## config.mk

```make
export PLATFORM = sky130hd
export DESIGN_NAME = acc_top
export DESIGN_NICKNAME = d
export VERILOG_FILES = /design/src/acc_pkg.sv /design/src/acc_rep_if.sv /design/src/acc_top.sv /design/src/acc_reply.sv
export VERILOG_INCLUDE_DIRS = /design/src
export SDC_FILE = /design/constraint.sdc
export NUM_CORES = 1
export LEC_CHECK = 0
export ABC_CLOCK_PERIOD_IN_PS = 2600
export BUFFER_PORTS_ARGS = -buffer_cell sky130_fd_sc_hd__buf_2
export CAP_MARGIN = 25
export CORE_MARGIN = 4
export CORE_UTILIZATION = 45
export DETAILED_ROUTE_END_ITERATION = 7
export PLACE_DENSITY = 0.67
export SLEW_MARGIN = 20
export SYNTH_ARGS = -nofsm -noshare
export SYNTH_HDL_FRONTEND = slang
export SYNTH_SLANG_ARGS = --single-unit
```

## constraint.sdc

```tcl
create_clock -name clk -period 2.6 [get_ports clk]
set_input_delay 0.13 -clock clk [delete_from_list [all_inputs] [get_ports clk]]
set_output_delay 0.13 -clock clk [all_outputs]
set_load 0.05 [all_outputs]
```

## src/acc_params.svh

```systemverilog
// Purpose: Constants of the ASCII configuration and calibration command block
// Assumes: Included by bare name after the guard below
// Notes:   Offsets are byte addresses on the register bus
// Summary of operation
// [RULE1] Frames are '$', two address characters, opcode, closed by carriage return
// [RULE2] Address field is two hex characters, 00 to FF
// [RULE3] Matched address with opcode '2' reads the configuration status
// [RULE4] Status reply: '!', address, type, baud, format codes, carriage return
// [RULE5] Baud code 06 reports 9600 baud
// [RULE6] Format code 00 reports engineering units, checksum off
// [RULE7] Syntax error, line error or foreign address gives no reply
// [RULE8] Matched address with bad command replies '?', address, carriage return
// [RULE9] Accepted calibration replies '!', address, carriage return
// [RULE10] Opcode '1' with channel 0 or 1 starts offset calibration
// [RULE11] Offset calibration takes the present channel level as zero point
// [RULE12] Opcode '0' with channel 0 or 1 starts gain calibration
// [RULE13] Gain calibration takes the present channel level as full scale
// [RULE14] Host sets the output level first, offset before gain
// [RULE15] Factory calibration values apply from reset
// [RULE16] Calibration results are handed to non-volatile storage
`ifndef ACC_PARAMS_SVH
`define ACC_PARAMS_SVH

// ------
// Characters
// ------
`define ACC_CH_START 8'h24
`define ACC_CH_CR    8'h0d
`define ACC_CH_ACK   8'h21
`define ACC_CH_NAK   8'h3f
`define ACC_CH_GAIN  8'h30
`define ACC_CH_OFS   8'h31
`define ACC_CH_STAT  8'h32

// ------
// Register map and fields
// ------
`define ACC_OFS_CFG   8'h00
`define ACC_OFS_STAT  8'h04
`define ACC_OFS_CAL   8'h08
`define ACC_CFG_ADDR  0
`define ACC_CFG_TYPE  8
`define ACC_CFG_BAUD  16
`define ACC_CFG_FMT   24

// ------
// Reset values
// ------
`define ACC_RST_ADDR  8'h00
`define ACC_RST_TYPE  8'h00
`define ACC_RST_BAUD  8'h06
`define ACC_RST_FMT   8'h00
`define ACC_RST_OFS   16'h0000
`define ACC_RST_GAIN  16'h8000
`define ACC_RESP_OK   2'h0
`define ACC_RESP_ERR  2'h2

`endif

```

## src/acc_pkg.sv

```systemverilog
// Purpose: Types of the ASCII configuration and calibration command block
// Assumes: Nothing
// Notes:   Constants live in acc_params.svh
`default_nettype none
package acc_pkg;

  typedef enum logic [1:0] {ACC_ACK, ACC_NAK, ACC_STATUS} acc_kind_t;
  typedef enum logic {ACC_PS_IDLE, ACC_PS_BODY} acc_pstate_t;

endpackage
`default_nettype wire

```

## src/acc_rep_if.sv

```systemverilog
// Purpose: Reply request from the interpreter to the reply sender
// Assumes: One clock domain
// Notes:   Fields are {format, baud, type, address}
`timescale 1ns/10ps
`default_nettype none
interface acc_rep_if;
  import acc_pkg::*;
  logic        start;
  acc_kind_t   kind;
  logic [31:0] fields;
  logic        busy;
  modport src (output start, output kind, output fields, input busy);
  modport snk (input start, input kind, input fields, output busy);
endinterface
`default_nettype wire

```

## src/acc_top.sv

```systemverilog
// Purpose: ASCII interpreter for status read and channel calibration
// Assumes: Receive characters come from a line receiver on clk
// Notes:   Frames that close while a reply is still going out are dropped
`timescale 1ns/10ps
`default_nettype none
`include "acc_params.svh"
module acc_top #(
  parameter int AW    = 8,
  parameter int LVL_W = 16
) (
  // Clock and reset
  input  wire logic                  clk,
  input  wire logic                  rst_b,
  // Received characters
  input  wire logic [7:0]            rx_data,
  input  wire logic                  rx_valid,
  input  wire logic                  rx_err,
  // Reply characters
  output var  logic [7:0]            tx_data,
  output var  logic                  tx_valid,
  input  wire logic                  tx_ready,
  // Present output level per channel
  input  wire logic [1:0][LVL_W-1:0] out_level,
  // Calibration store
  output var  logic                  nv_wr_valid,
  output var  logic [1:0]            nv_wr_index,
  output var  logic [LVL_W-1:0]      nv_wr_data,
  // AXI4-Lite write
  input  wire logic [AW-1:0]         awaddr,
  input  wire logic                  awvalid,
  output var  logic                  awready,
  input  wire logic [31:0]           wdata,
  input  wire logic [3:0]            wstrb,
  input  wire logic                  wvalid,
  output var  logic                  wready,
  output var  logic [1:0]            bresp,
  output var  logic                  bvalid,
  input  wire logic                  bready,
  // AXI4-Lite read
  input  wire logic [AW-1:0]         araddr,
  input  wire logic                  arvalid,
  output var  logic                  arready,
  output var  logic [31:0]           rdata,
  output var  logic [1:0]            rresp,
  output var  logic                  rvalid,
  input  wire logic                  rready
);
  import acc_pkg::*;

  // ------
  // Declarations
  // ------
  acc_rep_if rep ();

  acc_pstate_t    pst_q;
  logic [2:0]     cnt_q;
  logic           ferr_q;
  logic [7:0]     buf_q [4];
  logic [31:0]    cfg_q;
  logic [LVL_W-1:0] cal_q [4];
  logic [7:0]     cmd_cnt_q;
  logic           rep_start_q;
  acc_kind_t      kind_q;
  logic           cal_do_q;
  logic           cal_gain_q;
  logic           cal_ch_q;
  logic [1:0]     cal_idx;
  logic [LVL_W-1:0] cap_val;
  logic [4:0]     hi;
  logic [4:0]     lo;
  logic           cr_ev;
  logic           addr_hit;
  logic           is_stat;
  logic           chan_ok;
  logic           is_cal;
  logic           take;
  logic           aw_hold_q;
  logic           w_hold_q;
  logic [AW-1:0]  awaddr_q;
  logic [31:0]    wdata_q;
  logic [3:0]     wstrb_q;
  logic           wr_go;
  logic [2:0]     wsel;
  logic [2:0]     rsel;
  logic [31:0]    rd_mux;

  // ------
  // Decoding helpers
  // ------
  function automatic logic [4:0] hex_in(input logic [7:0] c);
    logic [4:0] r;
    r = 5'h00;
    if (c >= 8'h30 && c <= 8'h39) begin
      r = {1'b1, c[3:0]};
    end else if ((c >= 8'h41 && c <= 8'h46) || (c >= 8'h61 && c <= 8'h66)) begin
      r = {1'b1, c[3:0] + 4'h9};
    end
    return r;
  endfunction

  function automatic logic [2:0] reg_sel(input logic [AW-1:0] a);
    logic [2:0]    s;
    logic [AW-1:0] w;
    s = 3'h7;
    w = {a[AW-1:2], 2'b00};
    if (w == AW'(`ACC_OFS_CFG)) begin
      s = 3'h0;
    end
    if (w == AW'(`ACC_OFS_STAT)) begin
      s = 3'h1;
    end
    for (int i = 0; i < 4; i++) begin
      if (w == AW'(`ACC_OFS_CAL + 4 * i)) begin
        s = 3'(2 + i);
      end
    end
    return s;
  endfunction

  // ------
  // Frame collection
  // ------
  always_ff @(posedge clk or negedge rst_b) begin
    if (!rst_b) begin
      pst_q  <= ACC_PS_IDLE;
      cnt_q  <= 3'h0;
      ferr_q <= 1'b0;
    end else begin
      if (rx_err) begin
        ferr_q <= 1'b1;
      end
      if (rx_valid) begin
        if (rx_data == `ACC_CH_START) begin // see [RULE1]
          pst_q  <= ACC_PS_BODY;
          cnt_q  <= 3'h0;
          ferr_q <= rx_err;
        end else if (pst_q == ACC_PS_BODY) begin
          if (rx_data == `ACC_CH_CR) begin
            pst_q <= ACC_PS_IDLE;
          end else if (cnt_q != 3'h5) begin
            cnt_q <= cnt_q + 3'h1;
          end
        end
      end
    end
  end

  always_ff @(posedge clk or negedge rst_b) begin
    if (!rst_b) begin
      for (int i = 0; i < 4; i++) begin
        buf_q[i] <= 8'h00;
      end
    end else if (rx_valid && pst_q == ACC_PS_BODY && cnt_q < 3'h4 &&
                 rx_data != `ACC_CH_CR && rx_data != `ACC_CH_START) begin
      buf_q[cnt_q[1:0]] <= rx_data;
    end
  end

  // ------
  // Frame evaluation at carriage return
  // ------
  assign cr_ev    = rx_valid && rx_data == `ACC_CH_CR && pst_q == ACC_PS_BODY;
  assign hi       = hex_in(buf_q[0]);
  assign lo       = hex_in(buf_q[1]);
  assign addr_hit = !ferr_q && !rx_err && cnt_q >= 3'h3 && hi[4] && lo[4] && // see [RULE7]
                    {hi[3:0], lo[3:0]} == cfg_q[`ACC_CFG_ADDR +: 8]; // see [RULE2]
  assign is_stat  = cnt_q == 3'h3 && buf_q[2] == `ACC_CH_STAT; // see [RULE3]
  assign chan_ok  = buf_q[3] == `ACC_CH_GAIN || buf_q[3] == `ACC_CH_OFS;
  assign is_cal   = cnt_q == 3'h4 && chan_ok && // see [RULE10] see [RULE12]
                    (buf_q[2] == `ACC_CH_OFS || buf_q[2] == `ACC_CH_GAIN);
  assign take     = cr_ev && addr_hit && !rep.busy && !rep_start_q;

  always_ff @(posedge clk or negedge rst_b) begin
    if (!rst_b) begin
      rep_start_q <= 1'b0;
      kind_q      <= ACC_ACK;
      cal_do_q    <= 1'b0;
      cal_gain_q  <= 1'b0;
      cal_ch_q    <= 1'b0;
    end else begin
      rep_start_q <= take;
      cal_do_q    <= take && is_cal;
      if (take) begin
        kind_q     <= is_stat ? ACC_STATUS : (is_cal ? ACC_ACK : ACC_NAK); // see [RULE8]
        cal_gain_q <= buf_q[2] == `ACC_CH_GAIN;
        cal_ch_q   <= buf_q[3][0];
      end
    end
  end

  always_ff @(posedge clk or negedge rst_b) begin
    if (!rst_b) begin
      cmd_cnt_q <= 8'h00;
    end else if (rep_start_q) begin
      cmd_cnt_q <= cmd_cnt_q + 8'h01;
    end
  end

  // ------
  // Reply sender
  // ------
  assign rep.start  = rep_start_q;
  assign rep.kind   = kind_q;
  assign rep.fields = cfg_q; // see [RULE4]

  acc_reply u_reply (
    .clk      (clk),
    .rst_b    (rst_b),
    .rep      (rep.snk),
    .tx_data  (tx_data),
    .tx_valid (tx_valid),
    .tx_ready (tx_ready)
  );

  // ------
  // Calibration capture
  // ------
  assign cal_idx = {cal_ch_q, cal_gain_q};
  assign cap_val = out_level[cal_ch_q];

  always_ff @(posedge clk or negedge rst_b) begin
    if (!rst_b) begin
      for (int c = 0; c < 2; c++) begin
        cal_q[2 * c]     <= LVL_W'(`ACC_RST_OFS); // see [RULE15]
        cal_q[2 * c + 1] <= LVL_W'(`ACC_RST_GAIN);
      end
    end else if (cal_do_q) begin
      cal_q[cal_idx] <= cap_val; // see [RULE11] see [RULE13]
    end else if (wr_go && wsel >= 3'h2 && wsel <= 3'h5) begin
      for (int b = 0; b < LVL_W; b++) begin
        if (wstrb_q[b / 8]) begin
          cal_q[wsel[1:0] - 2'h2][b] <= wdata_q[b];
        end
      end
    end
  end

  always_ff @(posedge clk or negedge rst_b) begin
    if (!rst_b) begin
      nv_wr_valid <= 1'b0;
      nv_wr_index <= 2'h0;
      nv_wr_data  <= '0;
    end else begin
      nv_wr_valid <= cal_do_q; // see [RULE16]
      if (cal_do_q) begin
        nv_wr_index <= cal_idx;
        nv_wr_data  <= cap_val;
      end
    end
  end

  // ------
  // Register bus write
  // ------
  assign awready = !aw_hold_q && !bvalid;
  assign wready  = !w_hold_q && !bvalid;
  assign wr_go   = aw_hold_q && w_hold_q && !bvalid;
  assign wsel    = reg_sel(awaddr_q);

  always_ff @(posedge clk or negedge rst_b) begin
    if (!rst_b) begin
      aw_hold_q <= 1'b0;
      w_hold_q  <= 1'b0;
      awaddr_q  <= '0;
      wdata_q   <= 32'h0;
      wstrb_q   <= 4'h0;
      bvalid    <= 1'b0;
      bresp     <= `ACC_RESP_OK;
    end else begin
      if (awvalid && awready) begin
        aw_hold_q <= 1'b1;
        awaddr_q  <= awaddr;
      end
      if (wvalid && wready) begin
        w_hold_q <= 1'b1;
        wdata_q  <= wdata;
        wstrb_q  <= wstrb;
      end
      if (wr_go) begin
        aw_hold_q <= 1'b0;
        w_hold_q  <= 1'b0;
        bvalid    <= 1'b1;
        bresp     <= (wsel == 3'h7) ? `ACC_RESP_ERR : `ACC_RESP_OK;
      end else if (bvalid && bready) begin
        bvalid <= 1'b0;
      end
    end
  end

  always_ff @(posedge clk or negedge rst_b) begin
    if (!rst_b) begin
      cfg_q <= {`ACC_RST_FMT, `ACC_RST_BAUD, `ACC_RST_TYPE, `ACC_RST_ADDR}; // see [RULE5] see [RULE6]
    end else if (wr_go && wsel == 3'h0) begin
      for (int b = 0; b < 4; b++) begin
        if (wstrb_q[b]) begin
          cfg_q[8 * b +: 8] <= wdata_q[8 * b +: 8];
        end
      end
    end
  end

  // ------
  // Register bus read
  // ------
  assign arready = !rvalid;
  assign rsel    = reg_sel(araddr);

  always_comb begin
    rd_mux = 32'h0;
    unique case (rsel)
      3'h0: rd_mux = cfg_q;
      3'h1: rd_mux = {16'h0, cmd_cnt_q, 4'h0, cal_gain_q, cal_ch_q,
                      pst_q == ACC_PS_BODY, rep.busy};
      3'h2, 3'h3, 3'h4, 3'h5: rd_mux = 32'(cal_q[rsel[1:0] - 2'h2]);
      default: rd_mux = 32'h0;
    endcase
  end

  always_ff @(posedge clk or negedge rst_b) begin
    if (!rst_b) begin
      rvalid <= 1'b0;
      rdata  <= 32'h0;
      rresp  <= `ACC_RESP_OK;
    end else if (arvalid && arready) begin
      rvalid <= 1'b1;
      rdata  <= rd_mux;
      rresp  <= (rsel == 3'h7) ? `ACC_RESP_ERR : `ACC_RESP_OK;
    end else if (rvalid && rready) begin
      rvalid <= 1'b0;
    end
  end
endmodule
`default_nettype wire

```

## src/acc_reply.sv

```systemverilog
// Purpose: Sends one reply frame as characters
// Assumes: Start arrives only while not busy
// Notes:   Characters leave from flip-flops
`timescale 1ns/10ps
`default_nettype none
`include "acc_params.svh"
module acc_reply (
  // Clock and reset
  input  wire logic   clk,
  input  wire logic   rst_b,
  // Reply request
  acc_rep_if.snk      rep,
  // Characters out
  output var  logic [7:0] tx_data,
  output var  logic       tx_valid,
  input  wire logic       tx_ready
);
  import acc_pkg::*;

  logic [31:0] f_q;
  acc_kind_t   kind_q;
  logic [3:0]  idx_q;
  logic [3:0]  last;
  logic        busy_q;

  function automatic logic [7:0] hex_out(input logic [3:0] n);
    return (n < 4'ha) ? (8'h30 + {4'h0, n}) : (8'h37 + {4'h0, n});
  endfunction

  function automatic logic [7:0] char_at(input logic [3:0] i, input acc_kind_t k,
                                         input logic [31:0] f);
    logic [3:0] im1;
    im1 = i - 4'h1;
    if (i == 4'h0) begin
      return (k == ACC_NAK) ? `ACC_CH_NAK : `ACC_CH_ACK; // see [RULE8] see [RULE9]
    end
    if (i > ((k == ACC_STATUS) ? 4'h8 : 4'h2)) begin
      return `ACC_CH_CR;
    end
    return hex_out(f[{im1[2:1], i[0], 2'b00} +: 4]); // see [RULE4]
  endfunction

  assign last     = (kind_q == ACC_STATUS) ? 4'h9 : 4'h3;
  assign rep.busy = busy_q;

  always_ff @(posedge clk or negedge rst_b) begin
    if (!rst_b) begin
      busy_q   <= 1'b0;
      idx_q    <= 4'h0;
      tx_valid <= 1'b0;
      tx_data  <= 8'h00;
      f_q      <= 32'h0;
      kind_q   <= ACC_ACK;
    end else if (!busy_q) begin
      if (rep.start) begin
        busy_q   <= 1'b1;
        idx_q    <= 4'h0;
        f_q      <= rep.fields;
        kind_q   <= rep.kind;
        tx_valid <= 1'b1;
        tx_data  <= char_at(4'h0, rep.kind, rep.fields);
      end
    end else if (tx_ready) begin
      if (idx_q == last) begin
        busy_q   <= 1'b0;
        tx_valid <= 1'b0;
      end else begin
        idx_q   <= idx_q + 4'h1;
        tx_data <= char_at(idx_q + 4'h1, kind_q, f_q);
      end
    end
  end
endmodule
`default_nettype wire

```

After elaboration in Yosys (flattened, before gate mapping)
Index checks and enable logic that the tools add are counted.
{"block": "classes", "n_div": 0, "n_lt_le_gt_ge": 28, "n_reduce_logical": 73, "bitwise": 5, "n_shift": 1, "mul": 0, "addsub": 12, "eq_ne": 39, "n_mux": 190}
{"operator": "64-bit two-way mux", "n": 48}
{"operator": "64-bit bitwise mux", "n": 17}
{"operator": "16-bit demux with 2-bit select", "n": 17}
{"operator": "8-bit two-way mux", "n": 15}
{"operator": "16-bit two-way mux", "n": 6}
{"operator": "32-bit one-hot mux with 3 select lines", "n": 1}
{"operator": "3-bit two-way mux", "n": 17}
{"operator": "8-bit by 6-bit equality test with 1-bit output, second input constant", "n": 6}
{"operator": "1-bit logical AND", "n": 39}
{"operator": "1-bit two-way mux", "n": 38}
{"operator": "5-bit two-way mux", "n": 7}
{"operator": "16-bit binary-select mux with 2-bit select", "n": 1}
{"operator": "32-bit bitwise mux", "n": 1}
{"operator": "8-bit by 7-bit >= comparator with 1-bit output, second input constant", "n": 4}
{"operator": "8-bit by 7-bit less-or-equal comparator with 1-bit output, second input constant", "n": 4}
{"operator": "4-bit two-way mux", "n": 8}
{"operator": "32-bit by 6-bit indexed part select with 4-bit output", "n": 1}
{"operator": "6-bit by 4-bit adder with 7-bit output, first input constant", "n": 4}
{"operator": "6-bit by 2-bit equality test with 1-bit output, second input constant", "n": 4}
{"operator": "6-bit by 3-bit equality test with 1-bit output, second input constant", "n": 4}
{"operator": "8-bit demux with 2-bit select", "n": 1}
{"operator": "8-bit by 6-bit >= comparator with 1-bit output, second input constant", "n": 2}
{"operator": "8-bit by 6-bit less-or-equal comparator with 1-bit output, second input constant", "n": 2}
{"operator": "2-bit nonzero test", "n": 8}
{"operator": "other kinds (49)", "n": 93}
{"block": "word_totals", "output_inout_bits": 69, "ramBits": 0, "latch_bits": 0, "word_cells": 388, "romBits": 0, "reg_bits": 298, "mem_count": 0}

Depth between registers and ports, before layout
{"block": "depth", "ltp_word": 77, "depth_mapped": 12}

By module
From an unflattened synthesis, not the netlist that was laid out.
{"block": "hier_totals", "cells_unflattened": 1239, "area_unflattened_um2": 14088.5}
{"module": "acc_top", "area_each_um2": 11687.5, "seq_area_each_um2": 6160.9, "cells_each": 1061, "n_inst": 1}
{"module": "acc_reply", "area_each_um2": 2401.1, "seq_area_each_um2": 1176.1, "cells_each": 178, "n_inst": 1}

Worst setup path after synthesis
No wires, ideal clock.
{"block": "synth_timing", "kind": "reg2reg", "from": "reg bvalid", "to": "reg wdata_q[10]", "stages_incl_launch_ff": 6, "arrival_time_ns": 2.581, "n_path_buf": 2, "setup_time_ns": 0.125, "path_slack_ns": -0.106, "cell_sequence": "dfrtp_1 nor2_1 and2_1 clkbuf_1 clkbuf_1 mux2_2"}
{"block": "synth_between", "elab_chain_len": 3}
{"item": "start: declaration", "line_no": "acc_top.sv:37", "rtl": "output var logic bvalid,"}
{"item": "start signal: assignment", "line_no": "acc_top.sv:267", "rtl": "bvalid <= 1'b0;"}
{"item": "start signal: assignment", "line_no": "acc_top.sv:282", "rtl": "bvalid <= 1'b1;"}
{"item": "start signal: assignment", "line_no": "acc_top.sv:285", "rtl": "bvalid <= 1'b0;"}
{"item": "1-bit zero test", "line_no": "acc_top.sv:256", "rtl": "assign wready = !w_hold_q && !bvalid;"}
{"item": "1-bit logical AND", "line_no": "acc_top.sv:256"}
{"item": "net wready", "line_no": "acc_top.sv:35", "rtl": "output var logic wready,"}
{"item": "1-bit logical AND", "line_no": "acc_top.sv:274", "rtl": "if (wvalid && wready) begin"}
{"item": "end signal: assignment", "line_no": "acc_top.sv:276", "rtl": "wdata_q <= wdata;"}
{"item": "end: declaration", "line_no": "acc_top.sv:80", "rtl": "logic [31:0] wdata_q;"}
The timed path passes the listed nets, and every way through them passes these cells.
A chain may end at the register's enable or synchronous reset.

Worst setup path in the final report
{"block": "layout_timing", "from": "reg buf_q[17] (netlist bit)", "to": "reg kind_q[1]"}
{"block": "layout_between", "elab_chain_len": 10, "word_cells_on_any_way": 19, "cone_classes": "1 x add/sub; 6 x order compare; 1 x eq/ne; 2 x mux; 9 x reduce/logical"}
{"item": "start: declaration", "line_no": "acc_top.sv:58", "rtl": "logic [7:0] buf_q [4];"}
{"item": "start signal: indexed assignment", "line_no": "acc_top.sv:155", "rtl": "buf_q[cnt_q[1:0]] <= rx_data;"}
{"item": "8-bit by 7-bit >= comparator with 1-bit output or 8-bit by 7-bit less-or-equal comparator with 1-bit output (tied branches)", "line_no": "acc_top.sv:95", "rtl": "end else if ((c >= 8'h41 && c <= 8'h46) || (c >= 8'h61 && c <= 8'h66)) begin"}
{"item": "1-bit logical AND", "line_no": "acc_top.sv:95"}
{"item": "1-bit logical OR", "line_no": "acc_top.sv:95"}
{"item": "5-bit two-way mux", "line_no": "acc_top.sv:95"}
{"item": "5-bit two-way mux (*)", "line_no": "acc_top.sv:93", "rtl": "if (c >= 8'h30 && c <= 8'h39) begin"}
{"item": "8-bit equality test or 1-bit logical AND (tied branches)", "line_no": "acc_top.sv:166, acc_top.sv:165"}
{"item": "1-bit logical AND (*)", "line_no": "acc_top.sv:165", "rtl": "assign addr_hit = !ferr_q && !rx_err && cnt_q >= 3'h3 && hi[4] && lo[4] &&"}
{"item": "1-bit logical AND (*) (3 in a row)", "line_no": "acc_top.sv:171", "rtl": "assign take = cr_ev && addr_hit && !rep.busy && !rep_start_q;"}
{"item": "end signal: assignment", "line_no": "acc_top.sv:184", "rtl": "kind_q <= is_stat ? ACC_STATUS : (is_cal ? ACC_ACK : ACC_NAK);"}
{"item": "end: declaration", "line_no": "acc_top.sv:63", "rtl": "acc_kind_t kind_q;"}
Every way passes the cells marked *; elsewhere a longest branch is shown, timed or not.

==> results.toml <==
[yosys]
synth.cell_area_um2 = 14000
syn_inst = 1246
ys_async_sr_fraction = 1.00
synth_most_common_cell = "dfrtp_1"
synth_area_per_cell_um2 = 11.3
synth_common_cells = "dfrtp_1 (289), mux2_2 (151), nand2_1 (138)"
yosys_register_bits = 293
synth_ff_type = "dfrtp_1"
synth_cell_types = 72
yosys_warnings = 0
synth.area.top_cells = "dfrtp_1 (52%), mux2_2 (12%), a32oi_1 (4.2%)"
synth_top_area_frac = 0.516
synth_edf_count = 0
yosys.area.top_type = "dfrtp_1"
seq_area_frac_synth = 0.523

[timing]
max-slew-margin-rel = 0.492
hold_viol_final = 0
fmax_mhz = 389
period_needed_ns = 2.57
tightest_slew_ns = 0.763
finalSetupViolCount = 0
drv_slew = 0
fin_crit_sh = 0.989
rsz0062_at_grt = "yes"
skew_ns = 0.0130

[power_and_ir_drop]
p_per_area_nw_per_um2 = 847
swShare = 0.319
cellLeakagePower_nw = 7.71
pwr-share-seq = 0.418
comb_power_share = 0.258
power.switching_mw = 4.78
internal-power_mw = 10.2
clockPowerShare = 0.324
ir_drop_mv = 0.502

[cells_and_area]
nFillCells = 2554
design_area_um2 = 17700
final_core_util = 0.576
antenna_cells = 0
synthToLayoutAreaGrowth_pct = 26.0
final_nets = 1637
drive_above_1_share = 0.322

[setup_path]
start_kind = "register"
worstPathMaxFanout = 4
crit_path_end_kind = "register"
cp.arrival_ns = 3.01
required_ns = 3.04
critPathKind = "register to register"

[global_routing]
grt_pass1_wl_um = 59000
grt.busiest_layer = "met2"
grtUsageTotal = 0.215
grt_max_degree = 80
globalRoute.totalOverflow = 0
grt_pass1_vias = 11000
use_met2 = 0.347
grt_use_met1 = 0.307
antenna_found_initial = 0
met3_usage = 0.0261

[die]
start_util = 0.457
rows = 64
die_height_um = 185
dieArea_um2 = 34100
die_w_um = 185
boundaryPins = 171
core_area_um2 = 30700

[routing]
ant_nets = 0
drt_iter0_drc = 671
avgViaCountPerCell = 5.53
vias = 10700
drc = 0
wirelength_um = 36700
wl_per_cell_um = 18.9
first_pass_iters = 6

[cts]
cts_tree = "built"
clockBufferDepth = 3
clkTransAtPathRegs_ns = 0.07
clock-sinks = 293
cts-htree-levels = 1
cts_buffers = 30
clockRootBuffer = "clkbuf_16"
clock_latency_ns = 0.56

[placement]
post-dp-hpwl_um = 25700
portBuffers = 163
place_area_um2 = 15500
gp_congestion = 0.850

[flow_run]
drv_cap = 0

[min_path]
hp-class = "input port to register"

[outcome]
status = "completed"
power groups by stage:
stage                     Combinational, mW  Clock (mW)  Sequential (mW)
after floorplan                        2.48           0             6.24
after global placement                 3.54           0             6.27
after detailed placement               3.63           0             6.33
after CTS                              3.77        4.96             6.25
after global routing                   4.25        5.15             6.38
final                                  3.86        4.85             6.26
critical path: stages, from the launching register on:
cell	delay [ns]
dfrtp_1	0.40
inv_2	0.10
ha_2	0.22
nor3b_2	0.06
buf_4	0.16
a311oi_4	0.29
a21boi_2	0.22
o221ai_2	0.11
nor4_2	0.27
and4_4	0.32
mux2_4	0.31
sequential cells by signal (all words and copies together), names as in the netlist, 2 cells and up:
signal           count
u_reply.f_q         32
cnt_q                3
kind_q               2
nv_wr_index          2
buf_q               32
u_reply.idx_q        4
u_reply.tx_data      7
rdata               32
u_reply.kind_q       2
wstrb_q              4
cmd_cnt_q            8
wdata_q             32
cal_q               64
awaddr_q             6
nv_wr_data          16
cfg_q               32
per-stage QoR:
step | cells | power [mW] | setup TNS [ns] | hold slack (ns) | setup WS [ns]
2_1_floorplan | 1248 | 8.71 | 0 | -0.166 | 0.0483
3_3_place_gp | 1788 | 9.81 | 0 | 0.106 | 0.0672
3_5_place_dp | 1788 | 9.96 | -0.0895 | 0.101 | -0.0247
4_1_cts | 1936 | 15.0 | 0 | 0.0228 | 0.000462
5_1_grt | 1939 | 15.8 | -0.334 | 0.0740 | -0.0816
6_report | 1939 | 15.0 | 0 | 0.0567 | 0.0284
what timing repair did:
item	4_1_cts	5_1_grt
setup endpoints to repair	4	6
setup buffers	2	3
gates resized for setup	2	18
pin swaps	4	7
endpoints found under the hold margin	402	0
hold buffers	90	0
metal layers:
metal	vias to the layer above	wire length (um)
met5	-	0
met4	0	992
met3	72	2030
met2	319	17200
met1	5287	16500
li1	5045	-
path summary, 6_finish.rpt:
kind,slack (ns),depth (start not counted),start,to
max,0.03,10,buf_q[17],kind_q[1]
min,0.06,5,out_level[24],cal_q[24]
max reg2reg,0.03,10,buf_q[17],kind_q[1]
min reg2reg,0.47,2,rdata[26],rdata[26]
max in group asynchronous,1.61,3,rst_b,cal_q[47]
min in group asynchronous,0.11,2,rst_b,buf_q[9]
final cells by class:
class                   count  area, um2  share of cell area
flip-flops and latches    293       7340               0.415
multi-input cells         858       6350               0.359
repair buffers            317       2270               0.129
clock buffers              38        851              0.0481
well taps                 396        495              0.0280
clock inverters            18        292              0.0165
inverters                  19       71.3             0.00404
kinds of logic after synthesis:
group / after synthesis / synth area share
AO/OA/AOI/OAI: 278 / 0.136
XOR/XNOR: 22 / 0.0137
adder cells (fa/ha/maj): 16 / 0.0143
buffers and inverters: 97 / 0.0308
flip-flops: 293 / 0.523
multiplexers: 211 / 0.173
other: 1 / 0.000267
AND/OR/NAND/NOR: 328 / 0.109
cells in the final DEF (no fill, tap or decap), drive strengths merged, types with 9 or more instances in the layout:
cell and instances:
a21oi 82, a31oi 13, a32oi 67, and2 10, buf 227, clkbuf 38
dfrtp 289, dlygate4sd3 90, ha 16, inv 19, mux2 155, mux2i 48
nand2 138, nand2b 13, nand3 10, nor2 97, nor3 12, o21a 10
o21ai 69, o221ai 9, xnor2 15
Power figures use the tool's default switching activity.
